File: config.mk
export PLATFORM = sky130hd
export DESIGN_NAME = radio_status_readback
export DESIGN_NICKNAME = d
export VERILOG_FILES = /design/src/shared/radio_status_pkg.sv /design/src/design/radio_status_readback.sv
export VERILOG_INCLUDE_DIRS = /design/src /design/src/shared
export SDC_FILE = /design/constraint.sdc
export NUM_CORES = 1
export LEC_CHECK = 0
export BUFFER_PORTS_ARGS = -buffer_cell sky130_fd_sc_hd__buf_2
export CAP_MARGIN = 10
export CORE_UTILIZATION = 43
export DETAILED_ROUTE_END_ITERATION = 6
export PLACE_DENSITY = 0.77
export RECOVER_POWER = 25
export SLEW_MARGIN = 25
export SYNTH_ARGS = -nofsm -noshare
export SYNTH_HDL_FRONTEND = slang
export SYNTH_SLANG_ARGS = --single-unit
File: constraint.sdc
create_clock -name core_clk -period 1 [get_ports core_clk]
set_input_delay 0.05 -clock core_clk [delete_from_list [all_inputs] [get_ports core_clk]]
set_output_delay 0.05 -clock core_clk [all_outputs]
set_load 0.01 [all_outputs]
File: src/shared/radio_status_map.svh
// Offsets, field positions and reset values of the radio status registers.
// Assumes the serial port logic hands over a 6-bit register address.
`ifndef RADIO_STATUS_MAP_SVH
`define RADIO_STATUS_MAP_SVH

`define ADDR_W 6
`define DATA_W 8
`define STATE_W 5

`define OFFSET_CARRIER_OFFSET_ESTIMATE 6'h32
`define OFFSET_CRC_RESULT_STATUS 6'h33
`define OFFSET_SIGNAL_STRENGTH 6'h34
`define OFFSET_RADIO_FSM_STATE 6'h35

`define CRC_PASS_BIT 7
`define STATE_CODE_MSB 4
`define STATE_CODE_LSB 0

`define RESET_OFFSET_ESTIMATE 8'h00
`define RESET_SIGNAL_STRENGTH 8'h00
`define RESET_STATE_CODE 5'h01
`define UNMAPPED_READ_VALUE 8'h00
`define HIGHEST_STATE_CODE 5'h16

`endif

File: src/shared/radio_status_pkg.sv
// Types shared by the radio status read-back logic.
// Assumes nothing of its surroundings.
`default_nettype none
package radio_status_pkg;

	typedef enum logic [4:0] {
		sleep_state = 5'h00,
		idle_state = 5'h01,
		crystal_off_state = 5'h02,
		manual_cal_osc_on_state = 5'h03,
		manual_cal_regulator_on_state = 5'h04,
		manual_calibration_state = 5'h05,
		wakeup_osc_on_state = 5'h06,
		wakeup_regulator_on_state = 5'h07,
		calibration_begin_state = 5'h08,
		bandwidth_boost_state = 5'h09,
		synth_lock_state = 5'h0A,
		if_converter_on_state = 5'h0B,
		calibration_finish_state = 5'h0C,
		receiving_state = 5'h0D,
		receive_end_state = 5'h0E,
		receive_restart_state = 5'h0F,
		tx_to_rx_turnaround_state = 5'h10,
		receive_buffer_overflow_state = 5'h11,
		synth_ready_for_tx_state = 5'h12,
		transmitting_state = 5'h13,
		transmit_end_state = 5'h14,
		rx_to_tx_turnaround_state = 5'h15,
		transmit_buffer_underflow_state = 5'h16
	} radio_state_e;

	typedef enum logic [1:0] {
		mod_2fsk = 2'h0,
		mod_gfsk = 2'h1,
		mod_ook = 2'h2,
		mod_4fsk = 2'h3
	} modulation_e;

endpackage
`default_nettype wire

File: src/design/radio_status_readback.sv
// Read-only status register group of the transceiver: carrier offset
// estimate, last CRC result, signal strength and radio control state.
// Assumes the serial configuration port logic presents decoded register
// accesses on core_clk, and that the demodulator, packet handler and
// radio control state machine drive their inputs synchronously.
`include "radio_status_map.svh"
`timescale 1ns/1ps
`default_nettype none

// Contract
// Offset estimate is signed, step crystal/2^14
// Offset reads zero under on-off keying
// Bit 7 set on matching CRC
// CRC flag cleared entering or restarting receive; a check completing in the same cycle loads its result instead
// Eight-bit read-only signal strength register
// State code in bits 4:0, 7:5 zero
// Codes 0x00 sleep, 0x01 idle, 0x02 crystal-off
// Manual calibration codes 0x03, 0x04, 0x05
// Wake-up codes 0x06 and 0x07
// Calibration start 0x08, end 0x0C
// Settling codes 0x09, 0x0A, 0x0B
// Receive codes 0x0D, 0x0E, 0x0F
// Turnaround codes 0x10 and 0x15
// Overflow 0x11, underflow 0x16
// Transmit codes 0x12, 0x13, 0x14
// Chip select low wakes sleep or crystal-off
// Writes never change reported values
module radio_status_readback #(
	parameter int ADDR_W = `ADDR_W,
	parameter int DATA_W = `DATA_W,
	parameter int STATE_W = `STATE_W
) (
	input wire logic core_clk,
	input wire logic rst_b,
	// Decoded register access from the serial configuration port.
	input wire logic [ADDR_W-1:0] reg_addr,
	input wire logic reg_rd_en,
	input wire logic reg_wr_en,
	input wire logic [DATA_W-1:0] reg_wdata,
	output logic [DATA_W-1:0] reg_rdata,
	output logic reg_rd_valid,
	output logic reg_wr_ignored,
	// Demodulator.
	input wire logic [DATA_W-1:0] offset_estimate_field,
	input wire logic offset_estimate_valid,
	input wire logic [1:0] modulation_select,
	input wire logic [DATA_W-1:0] signal_strength_value,
	input wire logic signal_strength_valid,
	// Packet handler.
	input wire logic crc_check_done,
	input wire logic crc_check_match,
	// Radio control state machine.
	input wire logic [STATE_W-1:0] fsm_state_code,
	input wire logic rx_mode_enter,
	input wire logic rx_mode_restart,
	// Host chip select, active low, synchronous to core_clk.
	input wire logic chip_select_n,
	output logic wake_to_idle_req,
	output logic state_code_fault,
	output logic crc_pass
);

	// ----------------------------------------------------------------
	// Carrier offset estimate
	// ----------------------------------------------------------------

	logic [DATA_W-1:0] carrier_offset_estimate;
	logic ook_selected;

	assign ook_selected =
		(modulation_select == radio_status_pkg::mod_ook);

	// The estimate is held as raw two's complement; no scaling is done
	// here because one step already equals the crystal over 2^14.
	always_ff @(posedge core_clk) begin
		if (!rst_b) begin
			carrier_offset_estimate <= `RESET_OFFSET_ESTIMATE;
		end else if (ook_selected) begin
			// zero under OOK
			carrier_offset_estimate <= `RESET_OFFSET_ESTIMATE;
		end else if (offset_estimate_valid) begin
			// store signed estimate
			carrier_offset_estimate <= offset_estimate_field;
		end
	end

	// ----------------------------------------------------------------
	// CRC result
	// ----------------------------------------------------------------

	logic crc_pass_flag;
	logic next_crc_pass_flag;

	// A completed check always replaces the flag, so a result arriving in
	// the same cycle as a receive entry is kept rather than lost.
	always_comb begin
		next_crc_pass_flag = crc_pass_flag;
		if (rx_mode_enter || rx_mode_restart) begin
			// clear on receive entry
			next_crc_pass_flag = 1'b0;
		end
		if (crc_check_done) begin
			// set on CRC match
			next_crc_pass_flag = crc_check_match;
		end
	end

	always_ff @(posedge core_clk) begin
		if (!rst_b) begin
			crc_pass_flag <= 1'b0;
		end else begin
			crc_pass_flag <= next_crc_pass_flag;
		end
	end

	always_ff @(posedge core_clk) begin
		if (!rst_b) begin
			crc_pass <= 1'b0;
		end else begin
			crc_pass <= next_crc_pass_flag;
		end
	end

	// ----------------------------------------------------------------
	// Signal strength
	// ----------------------------------------------------------------

	logic [DATA_W-1:0] signal_strength;

	always_ff @(posedge core_clk) begin
		if (!rst_b) begin
			signal_strength <= `RESET_SIGNAL_STRENGTH;
		end else if (signal_strength_valid) begin
			// hold latest strength
			signal_strength <= signal_strength_value;
		end
	end

	// ----------------------------------------------------------------
	// Radio control state code
	// ----------------------------------------------------------------

	logic [STATE_W-1:0] radio_fsm_state;
	logic code_known;

	// Only documented codes are reported. An undefined code from the
	// state machine keeps the last good one, so the host never sees a
	// value that has no meaning, at the cost of hiding the glitch unless
	// the fault output is watched.
	always_comb begin
		case (fsm_state_code)
			// sleep idle crystal-off
			radio_status_pkg::sleep_state,
			radio_status_pkg::idle_state,
			radio_status_pkg::crystal_off_state: begin
				code_known = 1'b1;
			end
			// manual calibration steps
			radio_status_pkg::manual_cal_osc_on_state,
			radio_status_pkg::manual_cal_regulator_on_state,
			radio_status_pkg::manual_calibration_state: begin
				code_known = 1'b1;
			end
			// synthesizer wake-up
			radio_status_pkg::wakeup_osc_on_state,
			radio_status_pkg::wakeup_regulator_on_state: begin
				code_known = 1'b1;
			end
			// calibration start, end
			radio_status_pkg::calibration_begin_state,
			radio_status_pkg::calibration_finish_state: begin
				code_known = 1'b1;
			end
			// synthesizer settling
			radio_status_pkg::bandwidth_boost_state,
			radio_status_pkg::synth_lock_state,
			radio_status_pkg::if_converter_on_state: begin
				code_known = 1'b1;
			end
			// receive phases
			radio_status_pkg::receiving_state,
			radio_status_pkg::receive_end_state,
			radio_status_pkg::receive_restart_state: begin
				code_known = 1'b1;
			end
			// turnaround settling
			radio_status_pkg::tx_to_rx_turnaround_state,
			radio_status_pkg::rx_to_tx_turnaround_state: begin
				code_known = 1'b1;
			end
			// buffer fault states
			radio_status_pkg::receive_buffer_overflow_state,
			radio_status_pkg::transmit_buffer_underflow_state: begin
				code_known = 1'b1;
			end
			// transmit phases
			radio_status_pkg::synth_ready_for_tx_state,
			radio_status_pkg::transmitting_state,
			radio_status_pkg::transmit_end_state: begin
				code_known = 1'b1;
			end
			default: begin
				code_known = 1'b0;
			end
		endcase
	end

	always_ff @(posedge core_clk) begin
		if (!rst_b) begin
			radio_fsm_state <= `RESET_STATE_CODE;
		end else if (code_known) begin
			radio_fsm_state <= fsm_state_code;
		end
	end

	always_ff @(posedge core_clk) begin
		if (!rst_b) begin
			state_code_fault <= 1'b0;
		end else begin
			state_code_fault <= !code_known;
		end
	end

	// ----------------------------------------------------------------
	// Wake on chip select
	// ----------------------------------------------------------------

	logic reported_asleep;

	assign reported_asleep =
		(radio_fsm_state == radio_status_pkg::sleep_state) ||
		(radio_fsm_state == radio_status_pkg::crystal_off_state);

	// The request stays up while select is low and the radio still
	// reports a low-power state, so the state machine may take it late.
	always_ff @(posedge core_clk) begin
		if (!rst_b) begin
			wake_to_idle_req <= 1'b0;
		end else begin
			// wake on select low
			wake_to_idle_req <= !chip_select_n && reported_asleep;
		end
	end

	// ----------------------------------------------------------------
	// Register read port
	// ----------------------------------------------------------------

	logic [DATA_W-1:0] next_rdata;
	logic [DATA_W-1:0] crc_result_status;
	logic [DATA_W-1:0] state_word;

	always_comb begin
		crc_result_status = '0;
		crc_result_status[`CRC_PASS_BIT] = crc_pass_flag;
	end

	always_comb begin
		state_word = '0;
		// code in low bits
		state_word[`STATE_CODE_MSB:`STATE_CODE_LSB] = radio_fsm_state;
	end

	always_comb begin
		case (reg_addr)
			`OFFSET_CARRIER_OFFSET_ESTIMATE: begin
				next_rdata = carrier_offset_estimate;
			end
			`OFFSET_CRC_RESULT_STATUS: begin
				next_rdata = crc_result_status;
			end
			`OFFSET_SIGNAL_STRENGTH: begin
				next_rdata = signal_strength;
			end
			`OFFSET_RADIO_FSM_STATE: begin
				next_rdata = state_word;
			end
			default: begin
				next_rdata = `UNMAPPED_READ_VALUE;
			end
		endcase
	end

	always_ff @(posedge core_clk) begin
		if (!rst_b) begin
			reg_rdata <= `UNMAPPED_READ_VALUE;
			reg_rd_valid <= 1'b0;
		end else begin
			reg_rd_valid <= reg_rd_en;
			if (reg_rd_en) begin
				reg_rdata <= next_rdata;
			end
		end
	end

	// Write data is deliberately unused: every register here is status.
	logic unused_wdata;
	assign unused_wdata = ^reg_wdata;

	always_ff @(posedge core_clk) begin
		if (!rst_b) begin
			reg_wr_ignored <= 1'b0;
		end else begin
			// writes are dropped
			reg_wr_ignored <= reg_wr_en && !reg_rd_en;
		end
	end

endmodule
`default_nettype wire

==> impl_metrics.tcl <==
set metrics [dict create \
    dr_wl_met2_um 1780 \
    worst_pin_slew_ps 518 \
    antenna_found_initial 0 \
    seq_area_um2 681 \
    synth_edf_count 0 \
    port_buffers 52 \
    synthArstFlopShare_pct 0 \
    path_max_fanout 2 \
    hold_class "in -> reg" \
    h-tree-depth 2 \
    finalWeightedCongestion 0.750 \
    rr_endpoint "wake_to_idle_req" \
    post_dp_cell_area_mm2 0.00187 \
    maxCapViolations 0 \
    max_freq_mhz 962 \
    synthMostInstantiatedCell "dfxtp_1" \
    first_pass_iters 5 \
    slew_viol_final 0 \
    cts_tree "done" \
    synthDominantCellAreaShare_pct 45.0 \
    dieHeight_um 61.3 \
    fin_area_mm2 0.00215 \
    critical_path_class "reg -> reg" \
    synth_seq_cells 34 \
    synthTopCellsByCount "dfxtp_1 (34), mux2i_1 (16), nor2_1 (12), and3b_1 (11), nor2b_1 (10)" \
    route.detailed.drc 0 \
    syn_nets 206 \
    root_buffer "clkbuf_4" \
    cts.sinks 34 \
    grt_pass1_vias 1317 \
    syn_to_final_growth_pct 42.4 \
    syn_inst 158 \
    die_area_mm2 0.00376 \
    rsz0062_at_grt "true" \
    nFillCells 301 \
    startpoint_type "flop" \
    ir_worst_vdd_uv 852 \
    r2r-start "radio_fsm_state[3]" \
    grt_util_all_layers_pct 21.8 \
    final-hold-violation-count 1 \
    setup_ws_ps -39.7 \
    yosysWarnings 0 \
    setup_viol 3 \
    synth.distinct_cells 30 \
    dp_hpwl_um 2440 \
    met1_length_um 1630 \
    top_layer_used "met4" \
    seq_area_frac_synth_pct 45.0 \
    r2r_cells 2 \
    failed_checks "negative hold slack, negative setup slack" \
    fin_skew_ps 1.26 \
    diodes 0 \
    multi_input_area_um2 776 \
    rrSetupSlack_ps -40 \
    status "finished, violations left" \
    crit_arrival_ps 1310 \
    drive_gt1_share_pct 31.6 \
    netlist_area_mm2 0.00151 \
    grt_remaining_overflow 0 \
    clockBufferDepth 2 \
    crit_path_end_kind "flop" \
    dr_wl_met3_um 191 \
    slew_headroom_pct 65.2 \
    start_util_pct 45.0 \
    vias 1458 \
    power_density_mw_per_mm2 1290 \
    synthTopCellsByArea "dfxtp_1 (45%), mux2i_1 (11%), and3b_1 (6.4%)" \
    pre_cts_slack_ps -27.1 \
    holdBufCountCts 20 \
    yosys.area.top_type "dfxtp_1" \
    grt_max_degree 16 \
    postRouteAntennaNets 0 \
    avgSynthCellArea_um2 9.57 \
    dieWidth_um 61.3 \
    clock_latency_ps 340 \
    core_mm2 0.00336 \
    finalCriticalPeriod_ps 1040 \
    endpoint "wake_to_idle_req" \
    ys.flop_type "dfxtp_1" \
    drt_iter0_drc 61 \
    grt_first_pass_wirelength_um 5780 \
    required_ps 1270 \
    drt_wl_total_um 3660 \
    path_clk_slew_ps 100 \
    routed_via_density 5.15 \
    period_share_pct 104 \
    final_nets 284 \
    cts_made_buffers 5 \
    whs_ps -45.3 \
    rows 21 \
    p_leak_nw 0.995 \
    ios 61 \
    cp-startpoint "radio_fsm_state[3]" \
    wl_per_cell_um 12.9 \
]
-- metrics by stage --
step / setup TNS, ps / util, % / hold WS [ps] / total power [mW] / instances
floorplan: 0 / - / 172 / 1.66 / 158
detailed placement: -27.1 / 55.6 / 263 / 1.82 / 255
CTS: -51.0 / 63.9 / -50.8 / 2.80 / 283
global route: -174 / 64.1 / -63.0 / 2.92 / 283
finish: -56.0 / 64.1 / -45.3 / 2.78 / 283
global placement: 0 / 55.6 / 257 / 1.81 / 255
-- power breakdown --
part / total [mW] / switching [mW] / internal [mW]
logic: 0.417 / 0.186 / 0.231
registers: 1.44 / 0.0305 / 1.41
clock network: 0.926 / 0.446 / 0.480
total: 2.78 / 0.662 / 2.12
-- kinds of logic after synthesis --
logic type	after synthesis	synth area share, %
muxes	17	11.3
buffers and inverters	14	4.14
and+or+nand+nor	57	23.0
AOI/OAI and AO/OA	35	15.5
xor gates and xnor gates	1	1.08
DFF	34	45.0
-- layout make-up --
class / instances / area share, %
Clock buffer: 8 / 3.66
Tap cell: 46 / 2.67
Inverter: 2 / 0.348
Timing Repair Buffer: 83 / 25.7
Multi-Input combinational cell: 110 / 36.0
Sequential cell: 34 / 31.6
-- repair_timing --
| action | CTS | global route |
|---|---|---|
| buffers inserted | 0 | 0 |
| endpoints found under the hold margin | 21 | 1 |
| endpoints found under the setup margin | 1 | 3 |
| gates resized for setup | 0 | 2 |
-- flip-flops by register name, indices dropped and copies added, names as in the netlist --
register,cells
carrier_offset_estimate,8
crc_pass,1
radio_fsm_state,5
reg_rd_valid,1
reg_rdata,8
reg_wr_ignored,1
signal_strength,8
state_code_fault,1
wake_to_idle_req,1
-- per-layer routing --
layer	vias up	GRT usage, %
li1	740	-
met1	663	26.8
met2	48	35.7
met3	7	6.93
met4	0	7.79
met5	-	0
-- critical path, cell delays in order (launching register included) --
cell	delay, ps
dfxtp_1	320
or4b_1	520
nor3_1	140
-- layout by cell type (no fill, tap or decap), types with 5 or more instances in the layout --
cell / Yosys / routed
a21oi_1: 5 / 5
a31oi_1: 6 / 6
a32oi_1: 6 / 6
and3b_1: 11 / 11
buf_2: 8 / 51
buf_4: 0 / 9
clkbuf_4: 0 / 6
dfxtp_1: 34 / 34
dlygate4sd3_1: 0 / 20
mux2i_1: 16 / 16
nand2_1: 9 / 9
nand4_1: 5 / 5
nor2_1: 12 / 12
nor2b_1: 10 / 10
o21ai_0: 8 / 7
-- how the worst min path moves through the flow --
stage | startpoint | to | cells after the start
2_1_floorplan | reg_wr_en | reg_wr_ignored | 1
3_3_place_gp | reg_wr_en | reg_wr_ignored | 2
3_5_place_dp | reg_wr_en | reg_wr_ignored | 2
4_1_cts | chip_select_n | wake_to_idle_req | 3
5_1_grt | chip_select_n | wake_to_idle_req | 3
6_report | chip_select_n | wake_to_idle_req | 3
(Power assumes the default switching activity.)
